## src/design/gfc_pkg.sv

```systemverilog
package gfc_pkg;

  // ------------------------------------------------------------
  // register map
  // ------------------------------------------------------------
  localparam logic [7:0]  GFC_OFFSET      = 8'h84;
  localparam logic [7:0]  IO_BASE_A_OFF   = 8'h2C;
  localparam logic [7:0]  IO_BASE_B_OFF   = 8'h34;
  localparam logic [7:0]  IO_LIMIT_A_OFF  = 8'h30;
  localparam logic [7:0]  IO_LIMIT_B_OFF  = 8'h38;
  localparam logic [31:0] GFC_RESET       = 32'h0003_0019;
  localparam logic [2:0]  GLOBAL_FUNC     = 3'h0;

  // ------------------------------------------------------------
  // field positions
  // ------------------------------------------------------------
  localparam int POL_BIT      = 31;
  localparam int STYLE_BIT    = 30;
  localparam int FAST_BIT     = 29;
  localparam int LIMIT_BIT    = 28;
  localparam int BASE_BIT     = 27;
  localparam int SWITCH_BIT   = 26;
  localparam int ARR_LSB      = 24;
  localparam int SC_OFF_BIT   = 23;
  localparam int SD_OFF_BIT   = 22;
  localparam int FM_OFF_BIT   = 21;
  localparam int ROUTE_BIT    = 9;
  localparam int ARB_LSB      = 16;
  localparam int DEB_LSB      = 0;
  localparam logic [1:0] ARR_TWO_IN_ONE = 2'h1;

  // writable bits: 31..16, 10..0; 15..11 reserved read zero
  localparam logic [31:0] GFC_RW_MASK = 32'hFFFF_07FF;

  // ------------------------------------------------------------
  // timing: debounce unit and query time
  // ------------------------------------------------------------
  localparam int CLK_MHZ          = 50;
  localparam int DEB_UNIT_US      = 2000;
  localparam int DEB_UNIT_CYC     = DEB_UNIT_US * CLK_MHZ;
  localparam int QUERY_US         = 1000;
  localparam int QUERY_CYC        = QUERY_US * CLK_MHZ;
  localparam int QUERY_FAST_CYC   = 16;

  // ------------------------------------------------------------
  // types
  // ------------------------------------------------------------
  typedef enum logic [1:0]
  {
    ARB_1394  = 2'b00,
    ARB_CBUS  = 2'b01,
    ARB_MEDIA = 2'b10,
    ARB_RR    = 2'b11
  } arb_mode_t;

  typedef struct packed
  {
    logic        wr;
    logic        rd;
    logic [2:0]  func;
    logic [7:0]  addr;
    logic [3:0]  be;
    logic [31:0] wdata;
  } cfg_req_t;

  typedef struct packed
  {
    logic        media_power_pin_polarity;
    logic        smartcard_style_select;
    logic        fast_query_select;
    logic        power_switch_type_select;
    logic [1:0]  media_socket_arrangement;
    logic        smartcard_function_off;
    logic        sd_host_function_off;
    logic        media_function_off;
    logic        smartcard_route_select;
    arb_mode_t   arbitration_priority;
  } ctrl_t;

endpackage : gfc_pkg

```

## src/design/general_feature_control_register.sv

```systemverilog
// What this block does
// - register at 84h, 32 bits, reset 00030019h
// - only global reset clears the fields
// - bit 31 sets media power pin polarity
// - bit 30 picks smart-card interface style
// - style bit holds 1 only with arrangement 01b
// - one write may set both arrangement and style
// - route select set makes style bit ineffective
// - bit 29 shortens card type query time
// - bit 28 drives I/O limit bit 0
// - bit 27 drives I/O base bit 0
// - bit 26 names power switch type
// - bits 25-24 set media socket arrangement
// - bits 23-21 disable smart-card, SD, media
// - bit 20 is plain storage, no effect
// - bits 17-16 set arbitration priority
// - bits 7-0 set debounce in 2 ms
// - bit 9 routes smart-card logic
module general_feature_control_register
#(
  parameter int DEB_UNIT   = gfc_pkg::DEB_UNIT_CYC,
  parameter int QUERY_LONG = gfc_pkg::QUERY_CYC
) (
  input  wire logic              clk_in,
  input  wire logic              reset_n_in,
  input  wire gfc_pkg::cfg_req_t cfg_req_in,
  output logic [31:0]            cfg_rdata_out,
  output logic                   cfg_hit_out,
  output gfc_pkg::ctrl_t         ctrl_out,
  output logic                   io_base_bit0_out,
  output logic                   io_limit_bit0_out,
  input  wire logic              media_power_req_a_in,
  input  wire logic              media_power_req_b_in,
  output logic                   media_power_out_a,
  output logic                   media_power_out_b,
  output logic                   smartcard_legacy_style_out,
  input  wire logic              query_start_in,
  output logic                   query_done_out,
  input  wire logic              card_detect_raw_in,
  output logic                   card_present_out
);
  import gfc_pkg::*;

  // ------------------------------------------------------------
  // reset synchroniser (reset_n_in stands for the global reset)
  // ------------------------------------------------------------
  logic rst_meta_q;
  logic rst_n_q;

  // release through two flops so no flop leaves reset mid-edge
  always_ff @(posedge clk_in or negedge reset_n_in)
  begin
    if (!reset_n_in)
    begin
      rst_meta_q <= 1'b0;
      rst_n_q    <= 1'b0;
    end
    else
    begin
      rst_meta_q <= 1'b1;
      rst_n_q    <= rst_meta_q;
    end
  end

  // ------------------------------------------------------------
  // configuration access decode
  // ------------------------------------------------------------
  logic [31:0] gfc_q;
  logic [31:0] gfc_d;
  logic [31:0] be_mask;
  logic [31:0] merged;
  logic [31:0] rdata_d;
  wire         gfc_sel   = (cfg_req_in.addr == GFC_OFFSET) && (cfg_req_in.func == GLOBAL_FUNC);
  wire         gfc_write = cfg_req_in.wr && gfc_sel;
  wire         gfc_read  = cfg_req_in.rd && gfc_sel;
  wire         base_sel  = cfg_req_in.rd &&
                           ((cfg_req_in.addr == IO_BASE_A_OFF) || (cfg_req_in.addr == IO_BASE_B_OFF));
  wire         limit_sel = cfg_req_in.rd &&
                           ((cfg_req_in.addr == IO_LIMIT_A_OFF) || (cfg_req_in.addr == IO_LIMIT_B_OFF));

  // byte lanes expanded to a bit mask
  assign be_mask = {{8{cfg_req_in.be[3]}}, {8{cfg_req_in.be[2]}},
                    {8{cfg_req_in.be[1]}}, {8{cfg_req_in.be[0]}}};
  assign merged  = ((cfg_req_in.wdata & be_mask) | (gfc_q & ~be_mask)) & GFC_RW_MASK;

  // style bit is judged against the merged arrangement, so a
  // single write of both fields keeps both (no ordering hazard)
  always_comb
  begin
    gfc_d = gfc_q;
    if (gfc_write)
      gfc_d = merged;
    if (gfc_d[ARR_LSB +: 2] != ARR_TWO_IN_ONE)
      gfc_d[STYLE_BIT] = 1'b0;
  end

  // storage; bit 20 is kept but feeds nothing
  always_ff @(posedge clk_in or negedge rst_n_q)
  begin
    if (!rst_n_q)
      gfc_q <= GFC_RESET;
    else
      gfc_q <= gfc_d;
  end

  // ------------------------------------------------------------
  // read data, registered
  // ------------------------------------------------------------
  // the I/O base/limit bit 0 comes from here; other bits elsewhere
  assign rdata_d = gfc_read  ? gfc_q :
                   base_sel  ? {31'h0, gfc_q[BASE_BIT]} :
                   limit_sel ? {31'h0, gfc_q[LIMIT_BIT]} :
                   32'h0;

  always_ff @(posedge clk_in or negedge rst_n_q)
  begin
    if (!rst_n_q)
    begin
      cfg_rdata_out <= 32'h0;
      cfg_hit_out   <= 1'b0;
    end
    else
    begin
      cfg_rdata_out <= rdata_d;
      cfg_hit_out   <= gfc_read;
    end
  end

  // ------------------------------------------------------------
  // decoded controls to the rest of the device
  // ------------------------------------------------------------
  ctrl_t ctrl_d;
  always_comb
  begin
    ctrl_d.media_power_pin_polarity = gfc_q[POL_BIT];
    ctrl_d.smartcard_style_select   = gfc_q[STYLE_BIT];
    ctrl_d.fast_query_select        = gfc_q[FAST_BIT];
    ctrl_d.power_switch_type_select = gfc_q[SWITCH_BIT];
    ctrl_d.media_socket_arrangement = gfc_q[ARR_LSB +: 2];
    ctrl_d.smartcard_function_off   = gfc_q[SC_OFF_BIT];
    ctrl_d.sd_host_function_off     = gfc_q[SD_OFF_BIT];
    ctrl_d.media_function_off       = gfc_q[FM_OFF_BIT];
    ctrl_d.smartcard_route_select   = gfc_q[ROUTE_BIT];
    ctrl_d.arbitration_priority     = arb_mode_t'(gfc_q[ARB_LSB +: 2]);
  end

  // pins: polarity xnor; style ignored when routed to socket adapter
  wire pin_a_d = (media_power_req_a_in & ~gfc_q[FM_OFF_BIT]) ~^ gfc_q[POL_BIT];
  wire pin_b_d = (media_power_req_b_in & ~gfc_q[FM_OFF_BIT]) ~^ gfc_q[POL_BIT];
  wire style_d = gfc_q[STYLE_BIT] & ~gfc_q[ROUTE_BIT] & ~gfc_q[SC_OFF_BIT];

  always_ff @(posedge clk_in or negedge rst_n_q)
  begin
    if (!rst_n_q)
    begin
      ctrl_out                   <= '0;
      io_base_bit0_out           <= 1'b0;
      io_limit_bit0_out          <= 1'b0;
      media_power_out_a          <= 1'b1; // inactive for active-low default
      media_power_out_b          <= 1'b1;
      smartcard_legacy_style_out <= 1'b0;
    end
    else
    begin
      ctrl_out                   <= ctrl_d;
      io_base_bit0_out           <= gfc_q[BASE_BIT];
      io_limit_bit0_out          <= gfc_q[LIMIT_BIT];
      media_power_out_a          <= pin_a_d;
      media_power_out_b          <= pin_b_d;
      smartcard_legacy_style_out <= style_d;
    end
  end

  // ------------------------------------------------------------
  // card type query timer, short in fast mode
  // ------------------------------------------------------------
  localparam int QW = $clog2(QUERY_LONG + 1);
  wire [QW-1:0] query_len = gfc_q[FAST_BIT] ? QW'(QUERY_FAST_CYC) : QW'(QUERY_LONG);
  logic         query_done_w;

  tick_timer #(
    .WIDTH (QW)
  ) tick_timer_inst (
    .clk_in   (clk_in),
    .rst_n_in (rst_n_q),
    .load_in  (query_start_in & ~gfc_q[FM_OFF_BIT]),
    .count_in (query_len),
    .done_out (query_done_w)
  );

  // ------------------------------------------------------------
  // card detect debounce, units of 2 ms
  // ------------------------------------------------------------
  logic present_w;

  card_detect_filter #(
    .UNIT_CYC (DEB_UNIT)
  ) card_detect_filter_inst (
    .clk_in     (clk_in),
    .rst_n_in   (rst_n_q),
    .limit_in   (gfc_q[DEB_LSB +: 8]),
    .raw_in     (card_detect_raw_in),
    .stable_out (present_w)
  );

  // outputs straight from flops
  always_ff @(posedge clk_in or negedge rst_n_q)
  begin
    if (!rst_n_q)
    begin
      query_done_out   <= 1'b0;
      card_present_out <= 1'b0;
    end
    else
    begin
      query_done_out   <= query_done_w;
      card_present_out <= present_w & ~gfc_q[FM_OFF_BIT];
    end
  end

  // ------------------------------------------------------------
  // checks
  // ------------------------------------------------------------
  a_style_needs_arr: assert property (@(posedge clk_in) disable iff (!rst_n_q)
    gfc_q[STYLE_BIT] |-> gfc_q[ARR_LSB +: 2] == ARR_TWO_IN_ONE)
    else $error("style bit set without two-in-one arrangement");

  a_joint_write: assert property (@(posedge clk_in) disable iff (!rst_n_q)
    (gfc_write && cfg_req_in.be[3] && cfg_req_in.wdata[STYLE_BIT]
     && cfg_req_in.wdata[ARR_LSB +: 2] == ARR_TWO_IN_ONE) |=> gfc_q[STYLE_BIT])
    else $error("joint write lost style bit");

  a_byte_enable: assert property (@(posedge clk_in) disable iff (!rst_n_q)
    (gfc_write && !cfg_req_in.be[0]) |=> gfc_q[7:0] == $past(gfc_q[7:0]))
    else $error("disabled byte lane changed");

  a_read_back: assert property (@(posedge clk_in) disable iff (!rst_n_q)
    gfc_read |=> cfg_hit_out && cfg_rdata_out == $past(gfc_q))
    else $error("read data mismatch");

  a_reserved_zero: assert property (@(posedge clk_in) disable iff (!rst_n_q)
    gfc_q[15:11] == 5'h0)
    else $error("reserved bits not zero");

  a_pin_polarity: assert property (@(posedge clk_in) disable iff (!rst_n_q)
    $past(rst_n_q) |-> media_power_out_a ==
      ($past(media_power_req_a_in & ~gfc_q[FM_OFF_BIT]) ~^ $past(gfc_q[POL_BIT])))
    else $error("power pin polarity wrong");

  a_route_masks: assert property (@(posedge clk_in) disable iff (!rst_n_q)
    gfc_q[ROUTE_BIT] |=> !smartcard_legacy_style_out)
    else $error("style active while routed to socket");

  a_io_bits: assert property (@(posedge clk_in) disable iff (!rst_n_q)
    ##1 (io_limit_bit0_out == $past(gfc_q[LIMIT_BIT])) && (io_base_bit0_out == $past(gfc_q[BASE_BIT])))
    else $error("io base or limit bit 0 wrong");

  // ------------------------------------------------------------
  // checks on pins, decoded fields and refused accesses
  // ------------------------------------------------------------
  a_pin_b_polarity: assert property (@(posedge clk_in) disable iff (!rst_n_q)
    $past(rst_n_q) |-> media_power_out_b ==
      ($past(media_power_req_b_in & ~gfc_q[FM_OFF_BIT]) ~^ $past(gfc_q[POL_BIT])))
    else $error("second power pin polarity wrong");

  // a switched-off media function must leave both pins idle
  a_media_off_pins: assert property (@(posedge clk_in) disable iff (!rst_n_q)
    gfc_q[FM_OFF_BIT] |=> (media_power_out_a == !$past(gfc_q[POL_BIT]))
                          && (media_power_out_b == !$past(gfc_q[POL_BIT])))
    else $error("power pin active while media function off");

  a_media_off_present: assert property (@(posedge clk_in) disable iff (!rst_n_q)
    gfc_q[FM_OFF_BIT] |=> !card_present_out)
    else $error("card present while media function off");

  a_legacy_style: assert property (@(posedge clk_in) disable iff (!rst_n_q)
    $past(rst_n_q) |-> smartcard_legacy_style_out ==
      $past(gfc_q[STYLE_BIT] && !gfc_q[ROUTE_BIT] && !gfc_q[SC_OFF_BIT]))
    else $error("legacy style output wrong");

  a_arrangement_follows: assert property (@(posedge clk_in) disable iff (!rst_n_q)
    $past(rst_n_q) |-> ctrl_out.media_socket_arrangement == $past(gfc_q[ARR_LSB +: 2]))
    else $error("socket arrangement output wrong");

  a_arb_follows: assert property (@(posedge clk_in) disable iff (!rst_n_q)
    $past(rst_n_q) |-> 2'(ctrl_out.arbitration_priority) == $past(gfc_q[ARB_LSB +: 2]))
    else $error("arbitration priority output wrong");

  // refused places: another function or an unmapped offset
  a_refused_write: assert property (@(posedge clk_in) disable iff (!rst_n_q)
    (cfg_req_in.wr && cfg_req_in.func != GLOBAL_FUNC) |=> $stable(gfc_q))
    else $error("write through another function changed the register");

  a_unmapped_read: assert property (@(posedge clk_in) disable iff (!rst_n_q)
    (cfg_req_in.rd && !gfc_sel && !base_sel && !limit_sel) |=> !cfg_hit_out && cfg_rdata_out == 32'h0)
    else $error("unmapped read returned data");

  a_io_base_read: assert property (@(posedge clk_in) disable iff (!rst_n_q)
    base_sel |=> cfg_rdata_out == {31'h0, $past(gfc_q[BASE_BIT])})
    else $error("io base read bit 0 wrong");

  a_io_limit_read: assert property (@(posedge clk_in) disable iff (!rst_n_q)
    limit_sel |=> cfg_rdata_out == {31'h0, $past(gfc_q[LIMIT_BIT])})
    else $error("io limit read bit 0 wrong");

  // done must stay a single-cycle pulse for the consumer
  a_done_pulse: assert property (@(posedge clk_in) disable iff (!rst_n_q)
    query_done_out |=> !query_done_out)
    else $error("query done held longer than one cycle");

endmodule : general_feature_control_register

```

## src/design/tick_timer.sv

```systemverilog
// ------------------------------------------------------------
// reloadable down counter, pulses done_out when it reaches zero
// ------------------------------------------------------------
module tick_timer #(
  parameter int WIDTH = 24
) (
  input  wire logic             clk_in,
  input  wire logic             rst_n_in,
  input  wire logic             load_in,
  input  wire logic [WIDTH-1:0] count_in,
  output logic                  done_out
);
  logic [WIDTH-1:0] cnt_q;
  logic             run_q;

  // count down while running; load restarts
  always_ff @(posedge clk_in or negedge rst_n_in)
  begin
    if (!rst_n_in)
    begin
      cnt_q    <= '0;
      run_q    <= 1'b0;
      done_out <= 1'b0;
    end
    else if (load_in)
    begin
      cnt_q    <= count_in;
      run_q    <= 1'b1;
      done_out <= 1'b0;
    end
    else
    begin
      done_out <= run_q && (cnt_q == '0);
      if (run_q && cnt_q == '0)
        run_q <= 1'b0;
      else if (run_q)
        cnt_q <= cnt_q - 1'b1;
    end
  end
endmodule : tick_timer

```

## src/design/card_detect_filter.sv

```systemverilog
// ------------------------------------------------------------
// debounce: input must hold steady for limit_in units
// ------------------------------------------------------------
module card_detect_filter #(
  parameter int UNIT_CYC = 100000
) (
  input  wire logic       clk_in,
  input  wire logic       rst_n_in,
  input  wire logic [7:0] limit_in,
  input  wire logic       raw_in,
  output logic            stable_out
);
  logic [$clog2(UNIT_CYC+1)-1:0] pre_q;
  logic [7:0]                    units_q;
  logic                          last_q;
  wire                           unit_tick = (pre_q == '0);

  // restart counting on any change of the raw level
  always_ff @(posedge clk_in or negedge rst_n_in)
  begin
    if (!rst_n_in)
    begin
      pre_q      <= '0;
      units_q    <= '0;
      last_q     <= 1'b0;
      stable_out <= 1'b0;
    end
    else
    begin
      last_q <= raw_in;
      if (raw_in != last_q)
      begin
        pre_q   <= ($clog2(UNIT_CYC+1))'(UNIT_CYC - 1);
        units_q <= '0;
      end
      else
      begin
        pre_q <= unit_tick ? ($clog2(UNIT_CYC+1))'(UNIT_CYC - 1) : pre_q - 1'b1;
        if (unit_tick && units_q != 8'hFF)
          units_q <= units_q + 8'h01;
        if (units_q >= limit_in)
          stable_out <= last_q;
      end
    end
  end
endmodule : card_detect_filter

```

## config.mk

```make
export PLATFORM = sky130hd
export DESIGN_NAME = general_feature_control_register
export DESIGN_NICKNAME = d
export VERILOG_FILES = /design/src/design/gfc_pkg.sv /design/src/design/general_feature_control_register.sv /design/src/design/tick_timer.sv /design/src/design/card_detect_filter.sv
export SDC_FILE = /design/constraint.sdc
export NUM_CORES = 1
export LEC_CHECK = 0
export BUFFER_PORTS_ARGS = -buffer_cell sky130_fd_sc_hd__clkbuf_2
export CORE_ASPECT_RATIO = 1.75
export CORE_UTILIZATION = 49
export CTS_CLUSTER_SIZE = 24
export DETAILED_ROUTE_END_ITERATION = 8
export PLACE_DENSITY = 0.76
export SLEW_MARGIN = 5
export SYNTH_ARGS = -nofsm -noshare
export SYNTH_HDL_FRONTEND = slang
export SYNTH_SLANG_ARGS = --single-unit
```

## constraint.sdc

```tcl
create_clock -name clk_in -period 3.4 [get_ports clk_in]
set_input_delay 0.68 -clock clk_in [delete_from_list [all_inputs] [get_ports clk_in]]
set_output_delay 0.68 -clock clk_in [all_outputs]
set_load 0.02 [all_outputs]
```

# After elaboration in Yosys (flattened, before gate mapping)
# Cells that the tools add are included.
# Widths: inputs -> output; s select.
[op_classes]
bitwise_logic = 16
eq_ne = 9
muxes = 16
n_addsub = 3
order_cmp = 1
n_reduce_logical = 18
[ops]
columns = ["op", "n"]
rows = [
  ["$and 32x32->32", 2],
  ["$mux 16", 4],
  ["$mux 17", 2],
  ["$eq 8x6->1 const B", 4],
  ["$mux 32", 1],
  ["$not 32->32", 1],
  ["$or 32x32->32", 1],
  ["$mux 31", 1],
  ["$logic_not 17->1", 1],
  ["$sub 17x1->17 const B", 1],
  ["$logic_not 16->1", 1],
  ["$mux 8", 2],
  ["$sub 16x1->16 const B", 1],
  ["$add 8x1->8 const B", 1],
  ["$eq 8x8->1 const B", 1],
  ["$ge 8x8->1", 1],
  ["$ne 8x8->1 const B", 1],
  ["$reduce_bool 2->1", 4],
  ["$logic_and 1x1->1", 7],
  ["$and 1x1->1", 6],
  ["$mux 1", 6],
  ["$ne 2x1->1 const B", 2],
  ["$not 1->1", 4],
  ["$reduce_and 2->1", 2],
  ["other kinds (4)", 6],
]
[word_totals]
regBits = 126
out_inout_bits = 52

# Logic depth before layout (Yosys ltp)
[depth]
ltp_word = 6
mapped_depth = 8
ltp_nobuf = 7

# Hierarchy
# A second synthesis with hierarchy kept.
[unflattened]
cells_unflattened = 461
hier_area_um2 = 5378.9
[by_module_without_submodules]
columns = ["mod", "area_per_inst_um2", "n_inst", "cells_each", "seq_area_each_um2"]
rows = [
  ["general_feature_control_register", 2637.5, 1, 168, 1910.6],
  ["card_detect_filter", 1601.5, 1, 167, 675.6],
  ["tick_timer", 1139.8, 1, 126, 450.4],
]

# Worst setup path after synthesis
# OpenSTA, ideal clock, no wires.
[synth_path]
path_kind = "reg-to-reg"
start = "register card_detect_filter_inst.pre_q[4]"
end = "register card_detect_filter_inst.units_q[4]"
n_path_buf = 2
synth_period_minus_slack_ps = 2797
path_stages_with_launch = 8
setup_time_ps = 78
setup_slack_ps = 603
arrival_time_ps = 2719
cell_sequence = "dfrtp_1 or4_1 buf_2 or4_4 or4_4 buf_6 or4_1 a21oi_1"
[synth_between]
elab_chain_cells = 3
[synth_lines]
columns = ["item", "line_no", "text"]
rows = [
  ["start: declaration", "card_detect_filter.sv:13", "logic [$clog2(UNIT_CYC+1)-1:0] pre_q;"],
  ["start signal: assignment", "card_detect_filter.sv:33", "pre_q <= ($clog2(UNIT_CYC+1))'(UNIT_CYC - 1);"],
  ["start signal: assignment", "card_detect_filter.sv:38", "pre_q <= unit_tick ? ($clog2(UNIT_CYC+1))'(UNIT_CYC - 1) : pre_q - 1'b1;"],
  ["$logic_not 17->1", "card_detect_filter.sv:16", "wire unit_tick = (pre_q == '0);"],
  ["$logic_and 1x1->1", "card_detect_filter.sv:39", "if (unit_tick && units_q != 8'hFF)"],
  ["$reduce_bool 2->1 (no line)", "-", ""],
  ["end signal: assignment", "card_detect_filter.sv:40", "units_q <= units_q + 8'h01;"],
  ["end: declaration", "card_detect_filter.sv:14", "logic [7:0] units_q;"],
]
# No other way between the ends.
# A chain may end at the register's enable or synchronous reset.

# Worst setup path after layout
[layout_path]
start = "register card_detect_filter_inst.pre_q[4]"
end = "register card_detect_filter_inst.units_q[7]"
# Same word-level chain as after synthesis.

==> flow_metrics.tcl <==
set metrics [dict create \
    rows 48 \
    yosys_warnings 0 \
    numCtsBuffers 17 \
    die_area_um2 10730 \
    drv_slew 0 \
    status "complete, no violations" \
    final_cell_count_no_fill 670 \
    diodes 0 \
    multi_input_area_um2 1877 \
    synthTopCellsByArea "dfrtp_1, mux2_2, dfstp_2" \
    synth_edf_count 0 \
    grt_util_all_layers 0.2140 \
    synth_seq_cells 121 \
    io_buffers 96 \
    drive_gt1_frac 0.3174 \
    rsz0062_at_grt "false" \
    hp-class "in2async" \
    fp.dieH_um 136.3 \
    gr-total-overflow 0 \
    ys.flop_type "dfrtp_1" \
    crit_path_end "card_detect_filter_inst.units_q[7]" \
    irDropWorstVdd_mv 0.4533 \
    crit_start "card_detect_filter_inst.pre_q[4]" \
    drt_wl_total_mm 10.09 \
    hpwl_mm 7.243 \
    cts_tree "yes" \
    dp.cells 638 \
    r2r-start "card_detect_filter_inst.pre_q[4]" \
    regArea_um2 3040 \
    nFillCells 816 \
    postRouteAntennaNets 0 \
    post-route-min-period_ns 3.010 \
    synth.avg_cell_area_um2 11.88 \
    tightestPinTransition_ns 1.020 \
    max_freq_mhz 332.2 \
    power-per-cell-area_nw_per_um2 541.4 \
    final-setup-viol-count 0 \
    cts_setup_buffers 0 \
    critPathLaunchType "register" \
    root_buffer "clkbuf_16" \
    drt_pass1_iterations 5 \
    worstPathArrival_ns 3.34 \
    cp.depth 5 \
    syn_area_um2 5050 \
    drv_cap 0 \
    synthTopCellsByCount "dfrtp_1, nor2_1, and2_1" \
    skew_ns 0.008793 \
    avgViaCountPerCell 5.254 \
    postCtsHoldBufs 0 \
    clkTransAtPathRegs_ns 0.06 \
    fin_nets 600 \
    grt_max_degree 83 \
    drc 0 \
    cts_resized 0 \
    synthArstFlopShare 1.000 \
    ios 107 \
    seq_area_frac_synth 0.6013 \
    dr_total_vias 3520 \
    crit_fanout 11 \
    hold_viol 0 \
    antenna_found_initial 0 \
    critPathMaxStageDelay_ns 0.67 \
    synth_top_area_cell "dfrtp_1" \
    yosysMostFrequentCell "dfrtp_1" \
    tns_ns 0 \
    critPathCaptureType "register" \
    first_global_vias 3707 \
    routedWlPerCell_um 15.06 \
    globalplace.congestion 0.7996 \
    hold_slack_ns 0.03783 \
    core_area_um2 9970 \
    area_growth_syn_to_layout_pct 23.24 \
    die_w_um 78.74 \
    critical_path_class "reg2reg" \
    synth_cell_types 51 \
    relSlewSlack 0.3198 \
    worstPathRequired_ns 3.73 \
    h-tree-depth 4 \
    netlist.area_leader.share 0.5649 \
    grt_pass1_wl_mm 17.19 \
    synth_cells 425 \
    crit_chain "or4_1 > or4_4 > or4_4 > or4_1 > a21oi_1" \
    fin_crit_sh 0.8854 \
    p_leak_nw 3.013 \
    preCtsSetupSlack_ns 0.4383 \
    r2r_slack_ns 0.39 \
    reg2regPathDepth 5 \
    crit_slowest_cell "or4_1" \
    start_util 0.5065 \
    power_mw 3.370 \
    clock-sinks 121 \
    cpLargestDelayFamily "simple AND/OR/NAND/NOR gates" \
    critPathBufInv 0 \
    drt_iter0_drc 217 \
    setup_slack_ns 0.3897 \
    cts.path.max_buffers 2 \
    clk_latency_ns 0.42 \
    reg2reg_to "card_detect_filter_inst.units_q[7]" \
]
final cells by class:
class	count	area share
Tap cell	125	0.02513
Clock buffer	18	0.07057
Timing Repair Buffer	100	0.08203
Multi-Input combinational cell	275	0.3016
Inverter	17	0.01025
Sequential cell	121	0.4885
Clock inverter	14	0.02191
how the worst min path moves through the flow:
stage | start | end | slack [ns] | cells after the start
6_report | reset_n_in | rst_n_q | 0.04 | 1
5_1_grt | reset_n_in | rst_meta_q | 0.03 | 1
4_1_cts | reset_n_in | rst_n_q | 0.03 | 1
3_5_place_dp | rst_meta_q | rst_n_q | 0.34 | 0
3_3_place_gp | tick_timer_inst.done_out | query_done_out | 0.33 | 0
2_1_floorplan | rst_meta_q | rst_n_q | 0.33 | 0
layer usage:
layer,vias up,part of all wire,track usage
li1,1668,-,-
met1,1733,0.40,0.2514
met2,101,0.53,0.3575
met3,18,0.049,0.06040
met4,0,0.020,0.1029
met5,-,0,0
where the power goes:
group	leakage [nW]	total [mW]	switching, mW	internal [mW]
Sequential	1.56	1.51	0.0391	1.47
Combinational	1.17	0.136	0.0779	0.0583
Clock	0.280	1.73	0.688	1.04
stage by stage:
stage          instance area (µm²)    util
5_1_grt                       6223  0.6242
6_report                      6223  0.6242
4_1_cts                       6223  0.6242
3_5_place_dp                  5648  0.5665
3_3_place_gp                  5648  0.5665
2_1_floorplan                 5066       -
kinds of logic after synthesis:
group / share of synthesized area
xor gates and xnor gates: 0.04509
and+or+nand+nor: 0.1744
other: 0.001487
AOI/OAI and AO/OA: 0.05352
DFF: 0.6013
adders and majority gates: 0.03221
muxes: 0.06194
buffers and inverters: 0.02998
worst reg2reg max path: stages, from the launching register on:
cell     delay, ns
dfrtp_1       0.43
or4_1         0.67
or4_4         0.57
or4_4         0.58
or4_1         0.52
a21oi_1       0.16
cell usage in the layout (no fill, tap or decap), drive strengths merged, types with 3 or more instances in the layout:
cell / instances
xor2: 10
clkbuf: 114
conb: 6
or4b: 3
nand2: 23
or4: 10
dfrtp: 114
nand2b: 3
nor3: 16
or2: 3
dfstp: 7
mux2: 26
nor4: 4
xnor2: 16
o31ai: 4
buf: 4
and2: 27
clkinv: 5
ha: 13
or3: 5
nor2: 32
inv: 23
nor4b: 4
a21oi: 19
o21ai: 9
and3: 3
nand3: 11
nor2b: 3
(Power assumes the default switching activity.)
